`src/inc/ds_defines.svh`:
```
/*
 * Object indices, subindices, control and status word bit positions
 * and reset values of the drive state block.
 * Assumes inclusion by bare name from a design file or a package.
 */
`ifndef DS_DEFINES_SVH
`define DS_DEFINES_SVH

`define DS_IDX_OPCOND        16'h4014
`define DS_IDX_ERRCODE       16'h603F
`define DS_IDX_CTRL          16'h6040
`define DS_IDX_STATUS        16'h6041

`define DS_SUB_COUNT         8'h00
`define DS_SUB_POWER_MV      8'h01
`define DS_SUB_LOGIC_MV      8'h02
`define DS_SUB_TEMP          8'h03
`define DS_OPCOND_COUNT_RST  8'h03

`define DS_CTRL_RST          16'h0000
`define DS_STATUS_RST        16'h0000
`define DS_ERRCODE_RST       16'h0000
`define DS_VALUE_RST         32'h0000_0000

`define DS_CW_SWITCH_ON      0
`define DS_CW_ENABLE_VOLT    1
`define DS_CW_QUICK_STOP     2
`define DS_CW_ENABLE_OP      3
`define DS_CW_FAULT_RESET    7
`define DS_CW_HOLD           8
`define DS_CW_MODE_LO        4
`define DS_CW_MODE_HI        6
`define DS_CW_MODE_EXTRA     9

`define DS_SW_READY          0
`define DS_SW_SWITCHED_ON    1
`define DS_SW_OP_ENABLED     2
`define DS_SW_FAULT          3
`define DS_SW_VOLTAGE        4
`define DS_SW_QUICK_STOP     5
`define DS_SW_SO_DISABLED    6
`define DS_SW_WARNING        7
`define DS_SW_BUS_LOCK       8
`define DS_SW_HOST_CTRL      9
`define DS_SW_SETPOINT       10
`define DS_SW_LIMIT          11
`define DS_SW_MODE_LO        12
`define DS_SW_MODE_HI        13
`define DS_SW_CLOSED_LOOP    15

`endif

```
`src/inc/ds_pkg.sv`:
```
/*
 * Types of the drive state block: power state enumeration and the
 * packed register state of the top module.
 * Assumes ds_defines.svh is on the include path.
 */
package ds_pkg;

  typedef enum logic [2:0] {
    DS_NOT_READY,
    DS_SO_DISABLED,
    DS_READY,
    DS_SWITCHED_ON,
    DS_OP_ENABLED,
    DS_QUICK_STOP,
    DS_FAULT_REACTION,
    DS_FAULT
  } ds_power_t;

  typedef struct packed {
    ds_power_t    power;
    logic [15:0]  ctrl;
    logic [15:0]  status;
    logic [15:0]  err_code;
    logic [31:0]  power_mv;
    logic [31:0]  logic_mv;
    logic [31:0]  temp_dc;
    logic [31:0]  rdata;
    logic         ack;
    logic         err;
    logic         fr_prev;
    logic         index_seen;
    logic         halt;
    logic         volt_on;
    logic         op_on;
  } ds_state_t;

endpackage : ds_pkg

```
`src/verilog/ds_drive_state.sv`:
```
/*
 * Drive state block: operating-condition array, last error code,
 * command word, report word and the power state machine they steer.
 * Assumes one-cycle object read/write strobes and same-clock inputs
 * from the drive core; no input needs synchronising.
 */
`timescale 1ns/1ps
`include "ds_defines.svh"

module ds_drive_state
  import ds_pkg::*;
(
  input  wire logic        mclk,             // 100 MHz clock
  input  wire logic        rst,              // Synchronous reset, high
  input  wire logic [15:0] obj_index,        // Object index
  input  wire logic [7:0]  obj_sub,          // Object subindex
  input  wire logic        obj_rd,           // Read strobe, one cycle
  input  wire logic        obj_wr,           // Write strobe, one cycle
  input  wire logic [31:0] obj_wdata,        // Write data
  output logic [31:0]      obj_rdata,        // Read data
  output logic             obj_ack,          // Answer pulse
  output logic             obj_err,          // Refused access
  input  wire logic [31:0] power_mv_in,      // Supply voltage sample
  input  wire logic [31:0] logic_mv_in,      // Logic voltage sample
  input  wire logic [31:0] temp_dc_in,       // Board temperature sample
  input  wire logic [31:0] err_history_in,   // Newest history entry
  input  wire logic        err_history_new,  // History entry update
  input  wire logic        fault_event,      // Error detected
  input  wire logic        fault_present,    // Error condition persists
  input  wire logic        reaction_done,    // Fault reaction finished
  input  wire logic        quick_stop_done,  // Quick stop ramp finished
  input  wire logic        voltage_present,  // Power stage has voltage
  input  wire logic        warning_in,       // Warning condition
  input  wire logic        bus_synced,       // Fieldbus in sync
  input  wire logic        setpoint_reached, // Target reached
  input  wire logic        limit_exceeded,   // Internal limit exceeded
  input  wire logic        auto_setup_ok,    // Auto setup succeeded
  input  wire logic        encoder_index,    // Encoder index pulse
  input  wire logic [1:0]  mode_status_in,   // Mode dependent status
  output logic [15:0]      state_command_word, // Command word
  output logic [15:0]      state_report_word,  // Report word
  output logic             halt_motion,      // Halt request to profiles
  output logic [3:0]       mode_specific_bits, // Command bits 9, 6..4
  output logic             voltage_enable,   // Power stage enable
  output logic             operation_enable, // Motion enable
  output logic             fault_indication  // Fault shown
);

  ds_state_t s;
  ds_state_t next_s;

  // Low byte pattern of the report word for each power state.
  function automatic logic [7:0] state_pattern(input ds_power_t p);
    logic [7:0] v;
    v = 8'h00;
    unique case (p)
      DS_NOT_READY:      v = 8'h00;
      DS_SO_DISABLED:    v = 8'h40;
      DS_READY:          v = 8'h21;
      DS_SWITCHED_ON:    v = 8'h23;
      DS_OP_ENABLED:     v = 8'h27;
      DS_QUICK_STOP:     v = 8'h07;
      DS_FAULT_REACTION: v = 8'h0F;
      DS_FAULT:          v = 8'h08;
    endcase
    return v;
  endfunction : state_pattern

  // Command decode helpers on the low three bits of the command word.
  function automatic logic cmd_shutdown(input logic [15:0] c);
    return c[`DS_CW_ENABLE_VOLT] && c[`DS_CW_QUICK_STOP] &&
           !c[`DS_CW_SWITCH_ON];
  endfunction : cmd_shutdown

  function automatic logic cmd_switch_on(input logic [15:0] c);
    return c[`DS_CW_ENABLE_VOLT] && c[`DS_CW_QUICK_STOP] &&
           c[`DS_CW_SWITCH_ON];
  endfunction : cmd_switch_on

  function automatic logic cmd_quick_stop(input logic [15:0] c);
    return c[`DS_CW_ENABLE_VOLT] && !c[`DS_CW_QUICK_STOP];
  endfunction : cmd_quick_stop

  logic fault_reset_edge;
  logic [15:0] sw;
  logic        rd_hit;
  logic [31:0] rd_val;
  logic        ro_obj;

  always_comb begin
    next_s = s;
    next_s.ack = 1'b0;
    next_s.err = 1'b0;
    fault_reset_edge = s.ctrl[`DS_CW_FAULT_RESET] && !s.fr_prev;
    next_s.fr_prev = s.ctrl[`DS_CW_FAULT_RESET];

    // Live values are captured every cycle so a read returns one
    // coherent registered sample.
    next_s.power_mv = power_mv_in;
    next_s.logic_mv = logic_mv_in;
    next_s.temp_dc = temp_dc_in;
    if (err_history_new) begin
      next_s.err_code = err_history_in[15:0];
    end

    // A pulse that arrives is latched until reset; setup loss alone
    // drops the flag through the AND below.
    if (encoder_index) begin
      next_s.index_seen = 1'b1;
    end

    // Power state machine.
    unique case (s.power)
      DS_NOT_READY: begin
        next_s.power = DS_SO_DISABLED;
      end
      DS_SO_DISABLED: begin
        if (cmd_shutdown(s.ctrl)) begin
          next_s.power = DS_READY;
        end
      end
      DS_READY: begin
        if (!s.ctrl[`DS_CW_ENABLE_VOLT] || cmd_quick_stop(s.ctrl)) begin
          next_s.power = DS_SO_DISABLED;
        end else if (cmd_switch_on(s.ctrl)) begin
          next_s.power = DS_SWITCHED_ON;
        end
      end
      DS_SWITCHED_ON: begin
        if (!s.ctrl[`DS_CW_ENABLE_VOLT] || cmd_quick_stop(s.ctrl)) begin
          next_s.power = DS_SO_DISABLED;
        end else if (cmd_shutdown(s.ctrl)) begin
          next_s.power = DS_READY;
        end else if (s.ctrl[`DS_CW_ENABLE_OP]) begin
          next_s.power = DS_OP_ENABLED;
        end
      end
      DS_OP_ENABLED: begin
        if (!s.ctrl[`DS_CW_ENABLE_VOLT]) begin
          next_s.power = DS_SO_DISABLED;
        end else if (cmd_quick_stop(s.ctrl)) begin
          next_s.power = DS_QUICK_STOP;
        end else if (cmd_shutdown(s.ctrl)) begin
          next_s.power = DS_READY;
        end else if (!s.ctrl[`DS_CW_ENABLE_OP]) begin
          next_s.power = DS_SWITCHED_ON;
        end
      end
      DS_QUICK_STOP: begin
        if (!s.ctrl[`DS_CW_ENABLE_VOLT] || quick_stop_done) begin
          next_s.power = DS_SO_DISABLED;
        end else if (cmd_switch_on(s.ctrl) && s.ctrl[`DS_CW_ENABLE_OP]) begin
          next_s.power = DS_OP_ENABLED;
        end
      end
      DS_FAULT_REACTION: begin
        if (reaction_done) begin
          next_s.power = DS_FAULT;
        end
      end
      DS_FAULT: begin
        // A held reset bit does not retry; a new rising edge is needed.
        if (fault_reset_edge && !fault_present) begin
          next_s.power = DS_SO_DISABLED;
        end
      end
    endcase

    // An error outranks every command except a fault reset taken in DS_FAULT.
    if (fault_event && s.power != DS_FAULT_REACTION &&
        s.power != DS_FAULT) begin
      next_s.power = DS_FAULT_REACTION;
    end

    // Object access; a write outranks a read in the same cycle.
    rd_hit = 1'b1;
    rd_val = `DS_VALUE_RST;
    ro_obj = 1'b1;
    if (obj_index == `DS_IDX_OPCOND) begin
      unique case (obj_sub)
        `DS_SUB_COUNT:    rd_val = {24'h00_0000, `DS_OPCOND_COUNT_RST};
        `DS_SUB_POWER_MV: rd_val = s.power_mv;
        `DS_SUB_LOGIC_MV: rd_val = s.logic_mv;
        `DS_SUB_TEMP:     rd_val = s.temp_dc;
        default:          rd_hit = 1'b0;
      endcase
    end else if (obj_sub != `DS_SUB_COUNT) begin
      rd_hit = 1'b0;
    end else if (obj_index == `DS_IDX_ERRCODE) begin
      rd_val = {16'h0000, s.err_code};
    end else if (obj_index == `DS_IDX_CTRL) begin
      rd_val = {16'h0000, s.ctrl};
      ro_obj = 1'b0;
    end else if (obj_index == `DS_IDX_STATUS) begin
      rd_val = {16'h0000, s.status};
    end else begin
      rd_hit = 1'b0;
    end

    if (obj_wr) begin
      next_s.ack = 1'b1;
      if (rd_hit && !ro_obj) begin
        next_s.ctrl = obj_wdata[15:0];
      end else begin
        next_s.err = 1'b1;
      end
    end else if (obj_rd) begin
      next_s.ack = 1'b1;
      next_s.err = !rd_hit;
      next_s.rdata = rd_hit ? rd_val : `DS_VALUE_RST;
    end

    // Report word built from the state now being entered.
    sw = `DS_STATUS_RST;
    sw[7:0] = state_pattern(next_s.power);
    sw[`DS_SW_VOLTAGE] = voltage_present;
    sw[`DS_SW_WARNING] = warning_in;
    sw[`DS_SW_BUS_LOCK] = bus_synced;
    sw[`DS_SW_HOST_CTRL] = 1'b1;
    sw[`DS_SW_SETPOINT] = setpoint_reached;
    sw[`DS_SW_LIMIT] = limit_exceeded;
    sw[`DS_SW_MODE_HI:`DS_SW_MODE_LO] = mode_status_in;
    sw[`DS_SW_CLOSED_LOOP] = auto_setup_ok &&
                             (next_s.index_seen);
    next_s.status = sw;

    next_s.halt = next_s.ctrl[`DS_CW_HOLD];
    next_s.volt_on = next_s.power == DS_SWITCHED_ON ||
                     next_s.power == DS_OP_ENABLED ||
                     next_s.power == DS_QUICK_STOP;
    next_s.op_on = next_s.power == DS_OP_ENABLED ||
                   next_s.power == DS_QUICK_STOP;
  end

  always_ff @(posedge mclk) begin
    if (rst) begin
      s.power <= DS_NOT_READY;
      s.ctrl <= `DS_CTRL_RST;
      s.status <= `DS_STATUS_RST;
      s.err_code <= `DS_ERRCODE_RST;
      s.power_mv <= `DS_VALUE_RST;
      s.logic_mv <= `DS_VALUE_RST;
      s.temp_dc <= `DS_VALUE_RST;
      s.rdata <= `DS_VALUE_RST;
      s.ack <= 1'b0;
      s.err <= 1'b0;
      s.fr_prev <= 1'b0;
      s.index_seen <= 1'b0;
      s.halt <= 1'b0;
      s.volt_on <= 1'b0;
      s.op_on <= 1'b0;
    end else begin
      s <= next_s;
    end
  end

  assign obj_rdata = s.rdata;
  assign obj_ack = s.ack;
  assign obj_err = s.err;
  assign state_command_word = s.ctrl;
  assign state_report_word = s.status;
  assign halt_motion = s.halt;
  // Mode bits are passed through untouched for the mode logic.
  assign mode_specific_bits = {s.ctrl[`DS_CW_MODE_EXTRA],
                               s.ctrl[`DS_CW_MODE_HI:`DS_CW_MODE_LO]};
  assign voltage_enable = s.volt_on;
  assign operation_enable = s.op_on;
  assign fault_indication = s.status[`DS_SW_FAULT];

endmodule : ds_drive_state

```
`config.mk`:
```
export PLATFORM = sky130hd
export DESIGN_NAME = ds_drive_state
export DESIGN_NICKNAME = d
export VERILOG_FILES = /design/src/inc/ds_pkg.sv /design/src/verilog/ds_drive_state.sv
export VERILOG_INCLUDE_DIRS = /design/src /design/src/inc
export SDC_FILE = /design/constraint.sdc
export NUM_CORES = 1
export LEC_CHECK = 0
export ABC_AREA = 1
export ABC_CLOCK_PERIOD_IN_PS = 1800
export BUFFER_PORTS_ARGS = -buffer_cell sky130_fd_sc_hd__buf_2
export CORE_UTILIZATION = 50
export DETAILED_ROUTE_END_ITERATION = 8
export GPL_TIMING_DRIVEN = 0
export HOLD_SLACK_MARGIN = 0.06
export PLACE_DENSITY = 0.83
export SLEW_MARGIN = 20
export SYNTH_ARGS = -nofsm -noshare
export SYNTH_HDL_FRONTEND = slang
export SYNTH_SLANG_ARGS = --single-unit
```
`constraint.sdc`:
```
create_clock -name mclk -period 1.8 [get_ports mclk]
set_input_delay 0.18 -clock mclk [delete_from_list [all_inputs] [get_ports mclk]]
set_output_delay 0.18 -clock mclk [all_outputs]
set_load 0.02 [all_outputs]
```
# Word-level counts from Yosys, hierarchy flattened
# Memories as Yosys holds them, arrays and structs flattened.
# Cells that the tools add are included.
[op_classes] eq_ne=19 muxes=42 bitwise_logic=1 n_reduce_logical=29
[ops] operator="2-to-1 mux 161 bit" n=1
[ops] operator="one-hot mux 32 bit (4 select lines)" n=1
[ops] operator="2-to-1 mux 32 bit" n=3
[ops] operator="2-to-1 mux 16 bit" n=5
[ops] operator="== test 16 x 15 -> 1 bit (second input constant)" n=4
[ops] operator="2-to-1 mux 3 bit" n=15
[ops] operator="2-to-1 mux 34 bit" n=1
[ops] operator="one-hot mux 3 bit (8 select lines)" n=1
[ops] operator="== test 3 bit (second input constant)" n=6
[ops] operator="2-to-1 mux 9 bit" n=2
[ops] operator="== test 8 x 2 -> 1 bit (second input constant)" n=2
[ops] operator="2-to-1 mux 1 bit" n=12
[ops] operator="logical AND 1 bit" n=11
[ops] operator="== test 3 x 2 -> 1 bit (second input constant)" n=3
[ops] operator="== test 8 x 1 -> 1 bit (second input constant)" n=1
[ops] operator="logical NOT 8 bit" n=1
[ops] operator="nonzero test 8 bit" n=1
[ops] operator="logical NOT 1 bit" n=7
[ops] operator="!= test 3 bit (second input constant)" n=2
[ops] operator="logical OR 1 bit" n=5
[ops] operator="AND reduction 2 bit" n=2
[ops] operator="OR reduction 4 bit" n=1
[ops] operator="== test 3 x 1 -> 1 bit (second input constant)" n=1
[ops] operator="logical NOT 3 bit" n=1
[ops] operator="other kinds (2)" n=2
[totals] register_bits=185 wordCells=108 mem_bits_ro=48 output_inout_bits=74 n_memories=1
[memory_table] memory="(name not given)" depth=8 word_bits=6 rd=1 rd_clocked_by_memory_dff=0 write_ports=0 line="ds_drive_state.sv:56" rtl="unique case (p)"

# Longest topological paths before layout
[logic_depth] ltp_word=11 depth_mapped=13

# Worst setup path before layout
# OpenSTA, ideal clock, no wires.
[synth_timing] path_kind="input to register" start="in obj_index[3]" end="reg s, in the netlist state_command_word[7]" path_slack_ns=0.330 n_path_buf=1 path_stages=9 arrival_time_ns=1.338 setup_time_ns=0.132 path_cell_list="nor2_1 -> nand2_2 -> nor2_4 -> nand2_4 -> nor3_4 -> inv_2 -> buf_2 -> nand2_1 -> a21oi_1"
[synth_between] elab_chain_len=8 elab_cells_between_ends=16
[synth_rtl] element="start, declared" line="ds_drive_state.sv:15" rtl="input wire logic [15:0] obj_index,"
[synth_rtl] element="== test 16 x 15 -> 1 bit (no source line)"
[synth_rtl] element="2-to-1 mux 1 bit (on tied branches)" line="ds_drive_state.sv:194, ds_drive_state.sv:191"
[synth_rtl] element="2-to-1 mux 1 bit (on tied branches)" line="ds_drive_state.sv:191, ds_drive_state.sv:189"
[synth_rtl] element="2-to-1 mux 1 bit (on tied branches)" line="ds_drive_state.sv:189, ds_drive_state.sv:187"
[synth_rtl] element="2-to-1 mux 1 bit (on tied branches)" line="ds_drive_state.sv:187, ds_drive_state.sv:179"
[synth_rtl] element="2-to-1 mux 1 bit or logical NOT 1 bit (tied branches)" line="ds_drive_state.sv:179, ds_drive_state.sv:202"
[synth_rtl] element="logical AND 1 bit (*)" line="ds_drive_state.sv:202" rtl="if (rd_hit && !ro_obj) begin"
[synth_rtl] element="AND reduction 2 bit (no source line) (*)"
[synth_rtl] element="end signal, assigned" line="ds_drive_state.sv:253" rtl="s <= next_s;"
[synth_rtl] element="end, declared" line="ds_drive_state.sv:49" rtl="ds_state_t s;"
# Every way passes the cells marked *; elsewhere a longest branch is shown, timed or not.
# A chain may end at the register's enable or synchronous reset.

# Final worst setup path
[layout_timing] start="in obj_sub[5]" end="reg s, in the netlist obj_rdata[24]"
[layout_between] elab_chain_len=5 elab_cells_between_ends=12
[layout_rtl] element="start, declared" line="ds_drive_state.sv:16" rtl="input wire logic [7:0] obj_sub,"
[layout_rtl] element="== test 8 x 2 -> 1 bit (tied with other cells)" line="ds_drive_state.sv:180" rtl="unique case (obj_sub)"
[layout_rtl] element="OR reduction 4 bit (no source line)"
[layout_rtl] element="2-to-1 mux 1 bit" line="ds_drive_state.sv:180"
[layout_rtl] element="2-to-1 mux 1 bit" line="ds_drive_state.sv:179" rtl="if (obj_index == `DS_IDX_OPCOND) begin"
[layout_rtl] element="2-to-1 mux 32 bit (no source line) (*)"
# Marks and branches as above.

==> results by stage <==
Placed design:
- The pre-CTS worst setup slack is -280 ps.
- Summing all placed instances gives a cell area of 0.00936 sq mm.
- At the end of routability-driven placement, the weighted congestion stood at 0.942.
- The wire-length estimate of the detail-placed layout is 16,900 microns.
- The placed cell count is 1,584.
- The number of port buffers is 242.

Floorplanning:
- The starting utilization of the core area is 51.5%.
- The initialized floorplan defines 45 standard-cell rows.
- The chip width is 128 microns.
- The floorplan step defined a die boundary enclosing 0.0163 sq mm.
- The floorplan step defined a core boundary enclosing 0.0153 sq mm.
- The I/O pin count is 276.
- The vertical die dimension is 128 microns.

Timing:
- The tightest slew margin relative to the limit is 49.5%.
- The worst path meets setup with 168 ps of slack.
- Hold is met by 87.9 ps.
- The final critical path takes up 90.7% of the cycle.
- The clock arrives with 11.2 ps of skew.
- Static timing analysis puts the maximum clock frequency at 613 MHz.
- The clock period could shrink to 1630 ps.
- Setup repair after global routing left no endpoint under its margin.
- The final count of hold timing violations is 0.
- Summed over all failing endpoints, the final setup total negative slack is 0 ps.
- The number of max-slew violations in the final report came to 0.
- Setup violations remaining at the end of the flow were counted as 0.
- The slew at the pin with the worst max-slew slack is 757 ps.

Critical path:
- The largest delay contributor family on the critical path is simple AND/OR/NAND/NOR gates.
- The delay contributed by the slowest stage of the critical path is 490 ps.
- Setup slack on the worst reg-to-reg path comes out at 240 ps.
- In this run the number of cells on the critical path is 11.
- Data on the critical path is required at its endpoint by 2170 ps.
- The worst setup path is of the in -> reg kind.
- The worst setup path is captured at a register.
- The most numerous cell type found on the critical path is sky130_fd_sc_hd__nand2_1.
- Along the worst path, the maximum fanout reaches 10.
- The startpoint class of the critical path is a primary input.
- The worst-path cell with the longest stage delay is sky130_fd_sc_hd__clkbuf_1.
- For the worst flop-to-flop path, the logic depth is 7.
- The number of buffers and inverters on the critical path is 4.
- At the worst endpoint, the arrival time is 2000 ps.
- The critical path goes through buf_2 > inv_1 > nand2_1 > nor2_4 > nand2_1 > clkinv_1 > clkbuf_1 > nand2_1 > nand3_1 > nand2_1 > a21oi_1.

CTS:
- The number of clock buffers inserted by TritonCTS is 17.
- The depth of the CTS H-tree is 4.
- The largest buffer count on any clock path is 2.
- The clock drives 184 sinks.
- At the later pin of the worst-skew pair, clock insertion delay measures 440 ps.
- The cell at the root of the clock tree is sky130_fd_sc_hd__clkbuf_16.
- The clock-pin transition on the worst setup and hold timing paths is 70 ps.
- TritonCTS built the clock tree.

Yosys:
- The Yosys step of the flow raised 0 warnings.
- The sequential fraction of the synthesis area is 46.7%.
- The library cell with the largest summed area after synthesis is sky130_fd_sc_hd__dfxtp_1.
- The post-synth net total is 1,333.
- The summed instance area of the synthesized netlist is 0.00788 sq mm.
- The top cell type's share of synthesized area is 46.7%.
- Synthesis instantiated 30 different standard cells from the library.
- After synthesis, the cell types taking the most area are sky130_fd_sc_hd__dfxtp_1, sky130_fd_sc_hd__nand2_1, sky130_fd_sc_hd__nor2_1, sky130_fd_sc_hd__inv_1, sky130_fd_sc_hd__buf_4.
- The average instance in the mapped netlist occupies 6.97 sq um.
- Counting flops and latches in the post-synthesis netlist gives 184.
- The gate count of the mapped netlist is 1,131.

Power and ir drop:
- The maximum vdd ir drop is 0.758 mV.
- For this design the ratio of total power to cell area is 823 mW/mm^2.
- The post-layout total power is 9.40 mW.
- The total leakage power is 5.93 nW.

Global route:
- For this run, the total global-route usage over all layers was measured as 36.5%.
- The number of global-route vias before repair was 8,949.
- The first global-routing pass estimated 44,800 microns of wire.
- After global routing the overflow that remains totals 0.
- The initial antenna violation count is 1.
- The largest net degree at the start of global routing is 18.

Routing:
- After the first detailed-routing iteration, the DRC count stood at 832.
- After detailed routing, the total wire length is 29,100 microns.
- For this run, design rule violations remaining after detail routing come to 0.
- The detail-routed via count per cell is 5.09.
- Detailed routing inserted a total of 8,950 vias.
- The remaining antenna violation count after routing is 0.
- The per-cell routed wire length is 16.5 microns.
- The first detailed-routing pass ran for 6 iterations.

Cells and area:
- The design area is 0.0114 sq mm.
- The net count of the finished layout is 1,735.
- The filler cell count in the final layout is 1,047.
- In the final layout, the share of cells above drive strength 1 is 25.0%.
- Once layout is complete, the utilization of the core stands at 74.6%.
- Excluding fillers, the count of instances in the completed layout stands at 1,759.
- The area growth from synthesis to layout is 44.9%.

Min path:
- The worst hold path class is in -> reg.
- The number of cells traversed by the worst hold path is 3.

Outcome:
- The run finished with clean final reports.

Job:
- The number of violations of the max-capacitance limit is 0.
-- power breakdown --
| part | switching, mW | total [mW] | internal [mW] |
|---|---|---|---|
| registers | 0.0780 | 4.32 | 4.24 |
| clock network | 1.75 | 4.15 | 2.40 |
| logic | 0.471 | 0.940 | 0.469 |
| total | 2.30 | 9.40 | 7.11 |
-- cell usage after synthesis (all sizes together) --
master,number
a21oi,52
buf,82
clkbuf,28
clkinv,2
conb,1
dfxtp,184
inv,158
nand2,309
nand3,75
nand4,10
nor2,190
nor3,8
nor3b,1
o2111ai,2
o21ai,26
o2bb2ai,1
o31ai,2
-- layout by cell type (no fill, tap or decap), types with 4 or more instances in the layout --
cell type / n
sky130_fd_sc_hd__a21oi_1: 49
sky130_fd_sc_hd__o21ai_0: 26
sky130_fd_sc_hd__nor2_4: 4
sky130_fd_sc_hd__nand2_1: 303
sky130_fd_sc_hd__nor2_1: 180
sky130_fd_sc_hd__bufinv_16: 4
sky130_fd_sc_hd__buf_2: 251
sky130_fd_sc_hd__buf_4: 72
sky130_fd_sc_hd__inv_1: 154
sky130_fd_sc_hd__inv_6: 5
sky130_fd_sc_hd__nand3_1: 73
sky130_fd_sc_hd__inv_2: 4
sky130_fd_sc_hd__dfxtp_1: 183
sky130_fd_sc_hd__clkbuf_16: 17
sky130_fd_sc_hd__nand4_1: 10
sky130_fd_sc_hd__nor2_2: 6
sky130_fd_sc_hd__dlygate4sd3_1: 139
sky130_fd_sc_hd__clkbuf_1: 27
sky130_fd_sc_hd__nand2_2: 5
sky130_fd_sc_hd__nor3_1: 6
-- worst register-to-register path, stage by stage, from the launching register on --
cell	delay [ps]
sky130_fd_sc_hd__dfxtp_1	500
sky130_fd_sc_hd__nand2_1	110
sky130_fd_sc_hd__o31ai_2	310
sky130_fd_sc_hd__nand4_1	210
sky130_fd_sc_hd__nand2_1	120
sky130_fd_sc_hd__inv_1	50
sky130_fd_sc_hd__nand2_1	90
sky130_fd_sc_hd__nand2_1	60
-- kinds of logic after synthesis --
logic type,Yosys count,synth area share (%)
simple gates,593,31.1
compound gates,83,5.71
other cells,1,0.0476
buf+inv,270,16.4
flops,184,46.7
-- flip-flops by register name, indices dropped and copies added, names as in the netlist, named ones only --
name and flops:
obj_rdata 32, obj_err 1, obj_ack 1, voltage_enable 1
state_report_word 15, operation_enable 1, s 117, state_command_word 15
-- repair_timing --
action / in CTS / in global routing
buffers inserted: 0 / 2
hold endpoints to repair: 140 / 0
endpoints found under the setup margin: 0 / 8
gates resized for setup: 0 / 4
hold buffers: 139 / 0
-- worst paths after layout --
kind	to	from
max reg2reg	state_report_word[1]	state_command_word[7]
min reg2reg	s[3]	s[3]
max	obj_rdata[24]	obj_sub[5]
min	obj_ack	obj_rd
-- final cells by class --
cell class	instances	area, sq um	share of cell area, %
Sequential cell	184	3680	32.3
Multi-Input combinational cell	677	2910	25.5
Timing Repair Buffer	383	2620	22.9
Buffer	110	696	6.09
Inverter	160	601	5.26
Clock buffer	18	439	3.84
Tap cell	211	264	2.31
Clock inverter	14	206	1.81
Antenna cell	2	5.00	0.0438
-- layer usage --
metal	track usage [%]	routed length, microns	vias up
met4	24.2	1850	0
met1	40.4	10700	3993
met2	62.9	14000	629
met3	8.17	2530	162
li1	-	-	4166
met5	0	0	-
Note: power is estimated with default switching activity, not from simulation.
